$ cat src/shared/ecil_pkg.sv
package ecil_pkg;
  // ---------------------------------------------------------------
  // Register addresses
  // ---------------------------------------------------------------
  localparam logic [7:0] SFR_IRQ_ENABLE = 8'ha8;
  localparam logic [7:0] SFR_IRQ_PRIORITY = 8'hb8;
  localparam logic [15:0] XADR_REQ_A_SOURCE = 16'h7f00;
  localparam logic [15:0] XADR_REQ_A_MASK = 16'h7f01;
  localparam logic [15:0] XADR_REQ_B_SOURCE = 16'h7f02;
  localparam logic [15:0] XADR_REQ_B_MASK = 16'h7f03;
  // ---------------------------------------------------------------
  // Reset values
  // ---------------------------------------------------------------
  localparam logic [7:0] IRQ_ENABLE_RST = 8'h00;
  localparam logic [7:0] IRQ_PRIORITY_RST = 8'h00;
  localparam logic [7:0] REQ_SOURCE_RST = 8'h00;
  localparam logic [7:0] REQ_MASK_RST = 8'h00;
  // ---------------------------------------------------------------
  // Field layout
  // ---------------------------------------------------------------
  localparam int NUM_SRC = 6;
  localparam int BIT_GLOBAL_GATE = 7;
  localparam logic [7:0] IRQ_ENABLE_WMASK = 8'hbf;
  localparam logic [7:0] IRQ_PRIORITY_WMASK = 8'h3f;
  localparam logic [7:0] REQ_A_WMASK = 8'h0f;
  localparam logic [7:0] REQ_B_RC_MASK = 8'h7d;
  // Source index order doubles as the polling order
  localparam int SRC_EXT_A = 0;
  localparam int SRC_TIMER0 = 1;
  localparam int SRC_EXT_B = 2;
  localparam int SRC_TIMER1 = 3;
  localparam int SRC_SERIAL = 4;
  localparam int SRC_WAKE = 5;
  // ---------------------------------------------------------------
  // Vectors
  // ---------------------------------------------------------------
  localparam logic [7:0] VEC_EXT_A = 8'h03;
  localparam logic [7:0] VEC_TIMER0 = 8'h0b;
  localparam logic [7:0] VEC_EXT_B = 8'h13;
  localparam logic [7:0] VEC_TIMER1 = 8'h1b;
  localparam logic [7:0] VEC_SERIAL = 8'h23;
  localparam logic [7:0] VEC_WAKE = 8'h2b;
  localparam logic [7:0] VEC_NONE = 8'h00;
  // Dispatcher states
  typedef enum logic [1:0] {
    ECIL_IDLE = 2'b01,
    ECIL_BUSY = 2'b10
  } ecil_state_t;
endpackage

$ cat src/shared/ecil_src_if.sv
`timescale 1ns/1ns
// Carries one merged request line between its source register and the core
interface ecil_src_if #(parameter int W = 8);
  logic [W-1:0] event_set;
  logic rd_clear;
  logic [W-1:0] lvl_clear;
  logic [W-1:0] mask;
  logic [W-1:0] flags;
  logic request;
  modport regs (input event_set, input rd_clear, input lvl_clear, input mask,
    output flags, output request);
  modport user (output event_set, output rd_clear, output lvl_clear, output mask,
    input flags, input request);
endinterface

$ cat src/hdl/ecil_src_reg.sv
`timescale 1ns/1ns
// Sticky source flags with clear-on-read and a mask gate
module ecil_src_reg
  import ecil_pkg::*;
#(
  parameter int W = 8,
  parameter logic [W-1:0] CLR_BITS = '1
) (
  input wire logic clk_in,
  input wire logic rstn_in,
  ecil_src_if.regs sif
);
  logic [W-1:0] flags_q;
  logic [W-1:0] flags_d;

  // Set wins over the clearing read
  always_comb begin
    flags_d = flags_q;
    if (sif.rd_clear) begin
      flags_d = flags_q & ~CLR_BITS;
    end
    flags_d = flags_d & ~sif.lvl_clear;
    flags_d = flags_d | sif.event_set;
  end

  // Flag storage
  always_ff @(posedge clk_in) begin
    if (!rstn_in) begin
      flags_q <= W'(REQ_SOURCE_RST);
    end else begin
      flags_q <= flags_d;
    end
  end

  assign sif.flags = flags_q;
  assign sif.request = |(flags_q & ~sif.mask);
endmodule

$ cat src/hdl/ecil_top.sv
`timescale 1ns/1ns
module ecil_top
  import ecil_pkg::*;
(
  input wire logic CLK_IN,
  input wire logic RSTN_IN,
  // SFR port
  input wire logic [7:0] SFR_ADDR_IN,
  input wire logic SFR_WR_IN,
  input wire logic [7:0] SFR_WDATA_IN,
  output logic [7:0] SFR_RDATA_OUT,
  // External data port
  input wire logic [15:0] XDATA_ADDR_IN,
  input wire logic XDATA_WR_IN,
  input wire logic XDATA_RD_IN,
  input wire logic [7:0] XDATA_WDATA_IN,
  output logic [7:0] XDATA_RDATA_OUT,
  // Request line mode: 1 edge, 0 level
  input wire logic EXT_A_EDGE_MODE_IN,
  input wire logic EXT_B_EDGE_MODE_IN,
  // Same-clock peripheral sources
  input wire logic TIMER0_OVERFLOW_IN,
  input wire logic TIMER1_OVERFLOW_IN,
  input wire logic UART_RX_FLAG_IN,
  input wire logic UART_TX_FLAG_IN,
  input wire logic RX_DATA_CHANGE_IN,
  input wire logic WAKE_EVENT_IN,
  input wire logic [7:0] REQ_B_EVENT_IN,
  input wire logic [7:0] REQ_B_LEVEL_CLR_IN,
  // Pins
  input wire logic WAKE_INPUT_A_IN,
  input wire logic WAKE_INPUT_B_IN,
  input wire logic WAKE_INPUT_C_IN,
  // Core handshake
  input wire logic IRQ_ACK_IN,
  input wire logic IRQ_RETI_IN,
  output logic IRQ_REQ_OUT,
  output logic [7:0] IRQ_VECTOR_OUT,
  output logic IRQ_HIGH_OUT,
  output logic EXT_REQUEST_A_OUT,
  output logic EXT_REQUEST_B_OUT
);
  // ---------------------------------------------------------------
  // Helpers
  // ---------------------------------------------------------------
  // Vector for a source index
  function automatic logic [7:0] vec_of(input logic [2:0] idx);
    case (idx)
      3'h0: vec_of = VEC_EXT_A;
      3'h1: vec_of = VEC_TIMER0;
      3'h2: vec_of = VEC_EXT_B;
      3'h3: vec_of = VEC_TIMER1;
      3'h4: vec_of = VEC_SERIAL;
      3'h5: vec_of = VEC_WAKE;
      default: vec_of = VEC_NONE;
    endcase
  endfunction

  // Lowest set index wins; fixed polling order
  function automatic logic [2:0] first_of(input logic [NUM_SRC-1:0] v);
    first_of = 3'h0;
    for (int i = NUM_SRC - 1; i >= 0; i--) begin
      if (v[i]) begin
        first_of = 3'(i);
      end
    end
  endfunction

  // ---------------------------------------------------------------
  // Registers and state
  // ---------------------------------------------------------------
  logic [7:0] irq_enable_q;
  logic [7:0] irq_priority_q;
  logic [7:0] req_a_mask_q;
  logic [7:0] req_b_mask_q;
  logic [2:0] wake_s1_q;
  logic [2:0] wake_s2_q;
  logic [2:0] wake_s3_q;
  logic ext_a_q;
  logic ext_b_q;
  logic ext_a_edge_q;
  logic ext_b_edge_q;
  logic serial_q;
  logic serial_pend_q;
  logic [NUM_SRC-1:0] pend;
  logic [NUM_SRC-1:0] armed;
  logic [NUM_SRC-1:0] hi_set;
  logic [NUM_SRC-1:0] lo_set;
  logic [2:0] pick;
  logic pick_high;
  logic any_armed;
  logic in_hi_q;
  logic in_lo_q;
  logic can_take;
  ecil_state_t state_q;
  logic [7:0] vector_q;
  logic high_q;
  logic [7:0] sfr_rdata_q;
  logic [7:0] xdata_rdata_q;
  logic [3:0] wake_edge;
  logic [7:0] b_clear_d;

  ecil_src_if #(.W(8)) a_if ();
  ecil_src_if #(.W(8)) b_if ();

  // ---------------------------------------------------------------
  // SFR registers
  // ---------------------------------------------------------------
  // Enable register; D6 reserved
  always_ff @(posedge CLK_IN) begin
    if (!RSTN_IN) begin
      irq_enable_q <= IRQ_ENABLE_RST;
    end else if (SFR_WR_IN && SFR_ADDR_IN == SFR_IRQ_ENABLE) begin
      irq_enable_q <= SFR_WDATA_IN & IRQ_ENABLE_WMASK;
    end
  end

  // Priority register; D7-D6 reserved
  always_ff @(posedge CLK_IN) begin
    if (!RSTN_IN) begin
      irq_priority_q <= IRQ_PRIORITY_RST;
    end else if (SFR_WR_IN && SFR_ADDR_IN == SFR_IRQ_PRIORITY) begin
      irq_priority_q <= SFR_WDATA_IN & IRQ_PRIORITY_WMASK;
    end
  end

  // SFR read data
  always_ff @(posedge CLK_IN) begin
    if (!RSTN_IN) begin
      sfr_rdata_q <= 8'h00;
    end else if (SFR_ADDR_IN == SFR_IRQ_ENABLE) begin
      sfr_rdata_q <= irq_enable_q;
    end else if (SFR_ADDR_IN == SFR_IRQ_PRIORITY) begin
      sfr_rdata_q <= irq_priority_q;
    end else begin
      sfr_rdata_q <= 8'h00;
    end
  end

  // ---------------------------------------------------------------
  // Memory-mapped mask and source registers
  // ---------------------------------------------------------------
  // Mask registers
  always_ff @(posedge CLK_IN) begin
    if (!RSTN_IN) begin
      req_a_mask_q <= REQ_MASK_RST;
      req_b_mask_q <= REQ_MASK_RST;
    end else if (XDATA_WR_IN) begin
      if (XDATA_ADDR_IN == XADR_REQ_A_MASK) begin
        req_a_mask_q <= XDATA_WDATA_IN & REQ_A_WMASK;
      end else if (XDATA_ADDR_IN == XADR_REQ_B_MASK) begin
        req_b_mask_q <= XDATA_WDATA_IN;
      end
    end
  end

  // Read data; source registers identify the cause
  always_ff @(posedge CLK_IN) begin
    if (!RSTN_IN) begin
      xdata_rdata_q <= 8'h00;
    end else if (XDATA_RD_IN) begin
      if (XDATA_ADDR_IN == XADR_REQ_A_SOURCE) begin
        xdata_rdata_q <= a_if.flags;
      end else if (XDATA_ADDR_IN == XADR_REQ_A_MASK) begin
        xdata_rdata_q <= req_a_mask_q;
      end else if (XDATA_ADDR_IN == XADR_REQ_B_SOURCE) begin
        xdata_rdata_q <= b_if.flags;
      end else if (XDATA_ADDR_IN == XADR_REQ_B_MASK) begin
        xdata_rdata_q <= req_b_mask_q;
      end else begin
        xdata_rdata_q <= 8'h00;
      end
    end
  end

  // ---------------------------------------------------------------
  // Wake pin edge detection
  // ---------------------------------------------------------------
  // Two-stage sync, then a third stage for edge compare
  always_ff @(posedge CLK_IN) begin
    if (!RSTN_IN) begin
      wake_s1_q <= 3'h0;
      wake_s2_q <= 3'h0;
      wake_s3_q <= 3'h0;
    end else begin
      wake_s1_q <= {WAKE_INPUT_C_IN, WAKE_INPUT_A_IN, WAKE_INPUT_B_IN};
      wake_s2_q <= wake_s1_q;
      wake_s3_q <= wake_s2_q;
    end
  end

  // Source A: D3 rx change, D2 input c, D1 input a, D0 input b
  assign wake_edge = {RX_DATA_CHANGE_IN, wake_s2_q ^ wake_s3_q};

  assign a_if.event_set = {4'h0, wake_edge};
  assign a_if.rd_clear = XDATA_RD_IN && XDATA_ADDR_IN == XADR_REQ_A_SOURCE;
  assign a_if.mask = req_a_mask_q;
  assign a_if.lvl_clear = '0;

  // Source B: D1 and D7 clear by their own peripheral reads
  assign b_clear_d = REQ_B_LEVEL_CLR_IN & ~REQ_B_RC_MASK;
  assign b_if.event_set = REQ_B_EVENT_IN;
  assign b_if.rd_clear = XDATA_RD_IN && XDATA_ADDR_IN == XADR_REQ_B_SOURCE;
  assign b_if.mask = req_b_mask_q;
  assign b_if.lvl_clear = b_clear_d;

  ecil_src_reg #(.W(8), .CLR_BITS(REQ_A_WMASK)) u_src_a (
    .clk_in(CLK_IN),
    .rstn_in(RSTN_IN),
    .sif(a_if.regs)
  );

  ecil_src_reg #(.W(8), .CLR_BITS(REQ_B_RC_MASK)) u_src_b (
    .clk_in(CLK_IN),
    .rstn_in(RSTN_IN),
    .sif(b_if.regs)
  );

  // ---------------------------------------------------------------
  // Source conditioning
  // ---------------------------------------------------------------
  // Previous levels for edge modes
  always_ff @(posedge CLK_IN) begin
    if (!RSTN_IN) begin
      ext_a_q <= 1'b0;
      ext_b_q <= 1'b0;
      serial_q <= 1'b0;
    end else begin
      ext_a_q <= a_if.request;
      ext_b_q <= b_if.request;
      serial_q <= UART_RX_FLAG_IN | UART_TX_FLAG_IN;
    end
  end

  // Edge latches cleared when their vector is taken
  always_ff @(posedge CLK_IN) begin
    if (!RSTN_IN) begin
      ext_a_edge_q <= 1'b0;
      ext_b_edge_q <= 1'b0;
      serial_pend_q <= 1'b0;
    end else begin
      if (a_if.request && !ext_a_q) begin
        ext_a_edge_q <= 1'b1;
      end else if (IRQ_ACK_IN && state_q == ECIL_BUSY && vector_q == VEC_EXT_A) begin
        ext_a_edge_q <= 1'b0;
      end
      if (b_if.request && !ext_b_q) begin
        ext_b_edge_q <= 1'b1;
      end else if (IRQ_ACK_IN && state_q == ECIL_BUSY && vector_q == VEC_EXT_B) begin
        ext_b_edge_q <= 1'b0;
      end
      if ((UART_RX_FLAG_IN | UART_TX_FLAG_IN) && !serial_q) begin
        serial_pend_q <= 1'b1;
      end else if (IRQ_ACK_IN && state_q == ECIL_BUSY && vector_q == VEC_SERIAL) begin
        serial_pend_q <= 1'b0;
      end
    end
  end

  // Pending sources in polling order
  always_comb begin
    pend = '0;
    pend[SRC_EXT_A] = EXT_A_EDGE_MODE_IN ? ext_a_edge_q : a_if.request;
    pend[SRC_TIMER0] = TIMER0_OVERFLOW_IN;
    pend[SRC_EXT_B] = EXT_B_EDGE_MODE_IN ? ext_b_edge_q : b_if.request;
    pend[SRC_TIMER1] = TIMER1_OVERFLOW_IN;
    pend[SRC_SERIAL] = serial_pend_q;
    pend[SRC_WAKE] = WAKE_EVENT_IN;
  end

  // ---------------------------------------------------------------
  // Priority resolution and dispatch
  // ---------------------------------------------------------------
  assign armed = pend & irq_enable_q[NUM_SRC-1:0]
               & {NUM_SRC{irq_enable_q[BIT_GLOBAL_GATE]}};
  assign hi_set = armed & irq_priority_q[NUM_SRC-1:0];
  assign lo_set = armed & ~irq_priority_q[NUM_SRC-1:0];
  assign pick_high = |hi_set;
  assign pick = pick_high ? first_of(hi_set) : first_of(lo_set);
  assign any_armed = |armed;
  // High level preempts low; nothing preempts high
  assign can_take = pick_high ? !in_hi_q : !(in_hi_q || in_lo_q);

  // Dispatcher: present vector until the core acknowledges or the global gate closes
  always_ff @(posedge CLK_IN) begin
    if (!RSTN_IN) begin
      state_q <= ECIL_IDLE;
      vector_q <= VEC_NONE;
      high_q <= 1'b0;
    end else begin
      case (state_q)
        ECIL_IDLE: begin
          if (any_armed && can_take) begin
            state_q <= ECIL_BUSY;
            vector_q <= vec_of(pick);
            high_q <= pick_high;
          end
        end
        ECIL_BUSY: begin
          if (IRQ_ACK_IN) begin
            state_q <= ECIL_IDLE;
          end else if (!irq_enable_q[BIT_GLOBAL_GATE]) begin
            state_q <= ECIL_IDLE;
          end
        end
        default: state_q <= ECIL_IDLE;
      endcase
    end
  end

  // In-service levels, released on return
  always_ff @(posedge CLK_IN) begin
    if (!RSTN_IN) begin
      in_hi_q <= 1'b0;
      in_lo_q <= 1'b0;
    end else if (state_q == ECIL_BUSY && IRQ_ACK_IN) begin
      if (high_q) begin
        in_hi_q <= 1'b1;
      end else begin
        in_lo_q <= 1'b1;
      end
    end else if (IRQ_RETI_IN) begin
      if (in_hi_q) begin
        in_hi_q <= 1'b0;
      end else begin
        in_lo_q <= 1'b0;
      end
    end
  end

  // ---------------------------------------------------------------
  // Outputs
  // ---------------------------------------------------------------
  assign IRQ_REQ_OUT = state_q == ECIL_BUSY;
  assign IRQ_VECTOR_OUT = vector_q;
  assign IRQ_HIGH_OUT = high_q;
  assign EXT_REQUEST_A_OUT = a_if.request;
  assign EXT_REQUEST_B_OUT = b_if.request;
  assign SFR_RDATA_OUT = sfr_rdata_q;
  assign XDATA_RDATA_OUT = xdata_rdata_q;
endmodule

$ cat config.mk
export PLATFORM = sky130hd
export DESIGN_NAME = ecil_top
export DESIGN_NICKNAME = d
export VERILOG_FILES = /design/src/shared/ecil_pkg.sv /design/src/shared/ecil_src_if.sv /design/src/hdl/ecil_src_reg.sv /design/src/hdl/ecil_top.sv
export SDC_FILE = /design/constraint.sdc
export NUM_CORES = 1
export LEC_CHECK = 0
export BUFFER_PORTS_ARGS = -buffer_cell sky130_fd_sc_hd__buf_2
export CORE_MARGIN = 5
export CORE_UTILIZATION = 42
export CTS_CLUSTER_DIAMETER = 120
export DETAILED_ROUTE_END_ITERATION = 8
export PLACE_DENSITY = 0.74
export SLEW_MARGIN = 0
export SYNTH_ARGS = -nofsm -noshare
export SYNTH_HDL_FRONTEND = slang
export SYNTH_SLANG_ARGS = --single-unit
$ cat constraint.sdc
create_clock -name CLK_IN -period 2.1 [get_ports CLK_IN]
set_input_delay 0.105 -clock CLK_IN [delete_from_list [all_inputs] [get_ports CLK_IN]]
set_output_delay 0.105 -clock CLK_IN [all_outputs]
set_load 0.05 [all_outputs]
==> results.toml, run 1 <==
[outcome]
outcome = "complete, no violations"

[worst_setup_path]
cpPeakStageDelay_ps = 470
worst_ep_required_time_ps = 2370
crit_family = "simple AND/OR/NAND/NOR gates"
r2r_setup_slack_ps = 90
arrival_ps = 2290
critPathCaptureType = "flop"
worst-path-buf-inv = 1
crit_chain = "nor2b_1 -> a2111oi_4 -> buf_4 -> a311oi_4 -> nor4b_2 -> or4b_1 -> o22ai_1"
r2r_start = "u_src_b.sif.flags[4]$_SDFF_PN0_"
reg2reg_to = "IRQ_VECTOR_OUT[3]$_SDFFE_PN0P_"
worst_setup_path_start_kind = "flop"
crit_path_max_fanout = 6
crit_type = "reg -> reg"
cpMaxStageDelayCell = "or4b_1"
r2r_cells = 7

[routing]
routed.top_layer = "met4"
wl_met3_um = 402
routed_wl_um = 8676
route.met2.wl_um = 4370
drt_first_iter_violations = 136
m1WireLength_um = 3707
wl_per_cell_um = 14.73
drt-pass1-iter-count = 5
num_vias = 3065
via_per_inst = 5.204
antenna_left = 0
route.detailed.drc = 0

[floorplanning]
core-area_mm2 = 0.007767
rows = 32
start_util = 0.4352
design.die.area_mm2 = 0.009944
die_h_um = 99.72
die-width_um = 99.72
ios = 102

[cts]
insertion_delay_ps = 350
cts_buffers = 9
clockRootBuffer = "clkbuf_8"
clock_sinks = 76
clk_path_buf_depth = 2
cts_tree = "yes"
path_clk_slew_ps = 80
htree_levels = 3

[finish]
synthToLayoutAreaGrowth_pct = 31.01
antennaDiodeCount = 0
drive_gt1_frac = 0.2793
fin_area_mm2 = 0.004429
final_nets = 556

[logic_synthesis]
postSynthCellCount = 362
ys_top_cells_by_area = "dfxtp_1 45%, mux2i_1 11%, nor2_1 6.4%, a21oi_1 3.3%, and2_1 2.6%"
synthFlopType = "dfxtp_1"
yosys.area.top_type = "dfxtp_1"
ys_seq_area_frac = 0.4500
synth_warnings = 0
syn_area_per_cell_um2 = 9.339
synth_area_mm2 = 0.003381
synth-seq-cells = 76
async_flop_share = 0
yosysUniqueCellTypes = 58
synth_top_area_share = 0.4500
synth.most_common_cell = "dfxtp_1"
synth-edff-count = 0
yosys-top-cells-count = "76 x dfxtp_1, 58 x nor2_1, 37 x mux2i_1"

[timing]
fmax_mhz = 496.6
period_share = 0.9589
drv_slew = 0
layout_min_cycle_time_ps = 2014
fin_skew_ps = 8.847
hold_violations = 0
setup_viol = 0
hold_ws_ps = 8.430

[min_path]
min_to = "irq_enable_q[1]$_SDFFE_PN0P_"
hold_path_class = "in -> reg"
min_from = "SFR_WDATA_IN[1]"
min_delay_path_depth = 3

[grt]
grt-ovfl-total = 0
grtUsageTotal = 0.1692
grt_max_degree = 47
grt_pass1_vias = 2932
grt_pass1_wl_um = 13500
antenna_found_initial = 0

[placed_design]
port-buffer-count = 90
post-dp-hpwl_um = 6244
gp_congestion = 0.8758
dpl-instance-area_mm2 = 0.003971

[pwr]
power.density_mw_per_mm2 = 675.4
irDropWorstVdd_mv = 0.2926
p_leak_nw = 2.012

[job]
maxCapViolCount = 0
[how the worst max path moves through the flow]
stage / start / end / slack (ps) / cells after the start
floorplan: u_src_b.sif.flags[1]$_SDFF_PN0_ / state_q[1]$_SDFFE_PN0P_ / 190 / 6
global placement: u_src_b.sif.flags[4]$_SDFF_PN0_ / IRQ_VECTOR_OUT[3]$_SDFFE_PN0P_ / 80 / 7
detailed placement: u_src_b.sif.flags[1]$_SDFF_PN0_ / state_q[1]$_SDFFE_PN0P_ / 50 / 6
CTS: u_src_b.sif.flags[1]$_SDFF_PN0_ / state_q[1]$_SDFFE_PN0P_ / 20 / 6
global route: u_src_b.sif.flags[4]$_SDFF_PN0_ / IRQ_VECTOR_OUT[3]$_SDFFE_PN0P_ / -20 / 7
finish: u_src_b.sif.flags[4]$_SDFF_PN0_ / IRQ_VECTOR_OUT[3]$_SDFFE_PN0P_ / 90 / 7
[logic make-up after synthesis]
family / share of synthesized area
other: 0.001109
XOR/XNOR: 0.007773
flip-flops: 0.4500
AO/OA/AOI/OAI: 0.1784
AND/OR/NAND/NOR: 0.2091
buffers and inverters: 0.04404
multiplexers: 0.1095
[flip-flops by register name, summed over array words and instances (netlist names), 2 cells and up]
name               cells
XDATA_RDATA_OUT        8
b_if.mask              8
u_src_b.sif.flags      8
SFR_RDATA_OUT          7
irq_enable_q           7
irq_priority_q         6
IRQ_VECTOR_OUT         4
a_if.mask              4
u_src_a.sif.flags      4
wake_s1_q              3
wake_s2_q              3
wake_s3_q              3
state_q                2
[worst register-to-register path, stage by stage (launching register included)]
cell	delay [ps]
dfxtp_1	340
nor2b_1	220
a2111oi_4	70
buf_4	170
a311oi_4	410
nor4b_2	110
or4b_1	470
o22ai_1	150
[power breakdown]
group	total, mW	internal (mW)	switching (mW)	leakage, nW
sequential	1.50	1.47	0.0230	0.619
combinational	0.292	0.139	0.152	1.28
clock	1.20	0.677	0.525	0.112
total	2.99	2.29	0.700	2.01
[layout by cell type (no fill, tap or decap), types with 3 or more instances in the layout]
cell type | Yosys | routed
buf_2 | 2 | 90
dfxtp_1 | 76 | 76
nor2_1 | 58 | 58
mux2i_1 | 37 | 37
nand2_1 | 23 | 23
a21oi_1 | 22 | 22
dlygate4sd3_1 | 0 | 19
inv_1 | 15 | 15
buf_4 | 5 | 15
and2_1 | 14 | 14
clkbuf_8 | 0 | 13
nor2b_1 | 9 | 9
o21a_1 | 6 | 6
o211ai_1 | 5 | 5
o21ai_0 | 5 | 5
nand4b_1 | 4 | 4
nand3_1 | 4 | 4
a22o_1 | 4 | 4
o221ai_1 | 4 | 4
o2bb2ai_1 | 4 | 4
conb_1 | 1 | 4
a2111oi_4 | 3 | 3
nand4_1 | 3 | 3
nor3b_1 | 3 | 3
xor2_1 | 3 | 3
o31ai_1 | 3 | 3
[final cells by class]
class                   instances  area (µm²)
clock inverters                 3       42.54
repair buffers                124       753.2
inverters                      16       60.06
well taps                     102       127.6
clock buffers                  13       178.9
fillers                       702        3338
flip-flops and latches         76        1521
multi-input cells             255        1745
[routing by layer]
| layer | GRT usage | vias to the layer above |
|---|---|---|
| li1 | - | 1518 |
| met1 | 0.2064 | 1438 |
| met2 | 0.2863 | 90 |
| met3 | 0.02665 | 19 |
| met4 | 0.08718 | 0 |
| met5 | 0 | - |
[per-stage QoR]
step / setup slack, ps / total power [mW] / util / cells / setup TNS (ps)
floorplan: 193.6 / 1.678 / - / 365 / 0
global placement: 83.94 / 1.777 / 0.5113 / 551 / 0
detailed placement: 53.65 / 1.784 / 0.5113 / 551 / 0
CTS: 15.34 / 2.996 / 0.5643 / 586 / 0
global route: -15.86 / 3.097 / 0.5702 / 589 / -30.76
finish: 86.36 / 2.991 / 0.5702 / 589 / 0
[repair_timing]
| item | 4_1_cts | 5_1_grt |
|---|---|---|
| endpoints found under the setup margin | 0 | 7 |
| hold buffers | 19 | 0 |
| buffers inserted | 0 | 3 |
| endpoints found under the hold margin | 18 | 0 |
| gates resized for setup | 0 | 3 |
(Power assumes the default switching activity.)
==> run 2, diff against run 1 <==
--- a/config.mk
+++ b/config.mk
@@ -11,6 +11,7 @@
 export CTS_CLUSTER_DIAMETER = 120
 export DETAILED_ROUTE_END_ITERATION = 8
 export PLACE_DENSITY = 0.74
+export RECOVER_POWER = 50
 export SLEW_MARGIN = 0
 export SYNTH_ARGS = -nofsm -noshare
 export SYNTH_HDL_FRONTEND = slang
==> run 2 against run 1 <==
Global-route usage stayed put. Clock skew hardly changed. Sequential cell count stayed put. Fmax hardly changed. Register-to-register slack hardly changed. Wire length is 0.32% higher. Via count is 0.29% lower. Die area stayed put. Critical path depth stayed put.
==> results.toml, run 2 (synthesized netlist as in run 1, its figures left out) <==
[outcome]
outcome = "complete, no violations"

[placed_design]
gp_congestion = 0.8758
port-buffer-count = 90
post-dp-hpwl_um = 6244
dp_slack_ps = 53.65

[routing]
route.detailed.drc = 0
routed_wl_um = 8704
drt-pass1-iter-count = 6
drt_first_iter_violations = 141
via_per_inst = 5.188
num_vias = 3056
antenna_left = 0
wl_per_cell_um = 14.78

[timing]
period_share = 0.9597
setup_tns_ps = 0
drv_slew = 0
relSlewSlack = 0.5723
worst_pin_slew_ps = 644.3
fmax_mhz = 496.2
setup_viol = 0
hold_violations = 0
fin_skew_ps = 8.901
finalWorstSetupSlack_ps = 84.53
hold_ws_ps = 11.39
layout_min_cycle_time_ps = 2015

[pwr]
power.density_mw_per_mm2 = 679.1
irDropWorstVdd_mv = 0.2935
power_mw = 2.987
p_leak_nw = 1.909

[grt]
antenna_found_initial = 0
grtUsageTotal = 0.1692
grt_max_degree = 47
grt_pass1_vias = 2932
grt-ovfl-total = 0
grt_pass1_wl_um = 13500

[floorplanning]
die-width_um = 99.72
start_util = 0.4352
core-area_mm2 = 0.007767
ios = 102
die_h_um = 99.72
design.die.area_mm2 = 0.009944
rows = 32

[worst_setup_path]
critPathCaptureType = "flop"
crit_chain = "nor2b_1 -> a2111oi_4 -> buf_4 -> a311oi_4 -> nor4b_2 -> or4b_1 -> o22ai_1"
r2r_start = "u_src_b.sif.flags[4]$_SDFF_PN0_"
crit_family = "simple AND/OR/NAND/NOR gates"
arrival_ps = 2290
crit_path_max_fanout = 6
crit_type = "reg -> reg"
worst-path-buf-inv = 1
startpoint = "u_src_b.sif.flags[4]$_SDFF_PN0_"
worst_setup_path_start_kind = "flop"
cpMaxStageDelayCell = "or4b_1"
cpPeakStageDelay_ps = 470
worst_ep_required_time_ps = 2370

[finish]
seqCellArea_mm2 = 0.001521
final_common_cell = "dfxtp_1"
final_nets = 556
drive_gt1_frac = 0.2320
finalCoreUtilization = 0.5662
n_fill_cell = 711
multi_input_area_mm2 = 0.001745
synthToLayoutAreaGrowth_pct = 30.09
layout_common_cells = "76 x dfxtp_1, 68 x buf_2, 58 x nor2_1"
antennaDiodeCount = 0

[cts]
cts_tree = "yes"
clk_path_buf_depth = 2
htree_levels = 3
clock_sinks = 76
insertion_delay_ps = 350
path_clk_slew_ps = 80
clockRootBuffer = "clkbuf_8"
cts_buffers = 9

[min_path]
hold_path_class = "in -> reg"
min_from = "XDATA_WDATA_IN[1]"

[job]
maxCapViolCount = 0
==> run 2: changes by cell type in the layout (fill, tap and decap cells not counted), sizes merged <==
cell | previous run | this run
clkbuf | 13 | 36
buf | 105 | 82
==> run 2: cell type report <==
| class | count | area share |
|---|---|---|
| multi-input cells | 255 | 0.3969 |
| flip-flops and latches | 76 | 0.3459 |
| repair buffers | 124 | 0.1642 |
| clock buffers | 13 | 0.04068 |
| well taps | 102 | 0.02902 |
| inverters | 16 | 0.01366 |
| clock inverters | 3 | 0.009673 |
==> run 2: what timing repair did <==
item	in CTS	in global routing
hold buffers	19	0
resized for setup	0	3
buffers inserted	0	3
hold endpoints to repair	18	0
endpoints found under the setup margin	0	7
==> run 2: worst min-delay path, cell delays in order <==
cell	delay, ps
buf_2	90
mux2i_1	60
nor2_1	70
==> run 2: metrics by stage <==
stage                     instances  instance area, µm²
after global routing            589                4398
after CTS                       586                4383
after detailed placement        551                3971
after global placement          551                3971
final                           589                4398
after floorplan                 365                3392
==> run 2: per-layer routing <==
layer  GRT usage  wire length [µm]  vias up
met5           0                 0        -
met3     0.02665               400       23
met4     0.08718               221        0
li1            -                 -     1518
met2      0.2863              4362       85
met1      0.2064              3720     1430
==> run 2: worst paths after layout <==
check,end,slack (ps),cells past startpoint
worst max register to register,IRQ_VECTOR_OUT[3]$_SDFFE_PN0P_,80,7
worst max-delay path,IRQ_VECTOR_OUT[3]$_SDFFE_PN0P_,80,7
worst min register to register,wake_s2_q[2]$_SDFF_PN0_,440,1
worst min-delay path,b_if.mask[1]$_SDFFE_PN0P_,10,3
==> run 2: report_power, final <==
| group | switching [mW] | total, mW | internal, mW |
|---|---|---|---|
| Sequential | 0.0231 | 1.50 | 1.47 |
| Clock | 0.521 | 1.20 | 0.677 |
| Combinational | 0.153 | 0.290 | 0.138 |
| Total | 0.697 | 2.99 | 2.29 |
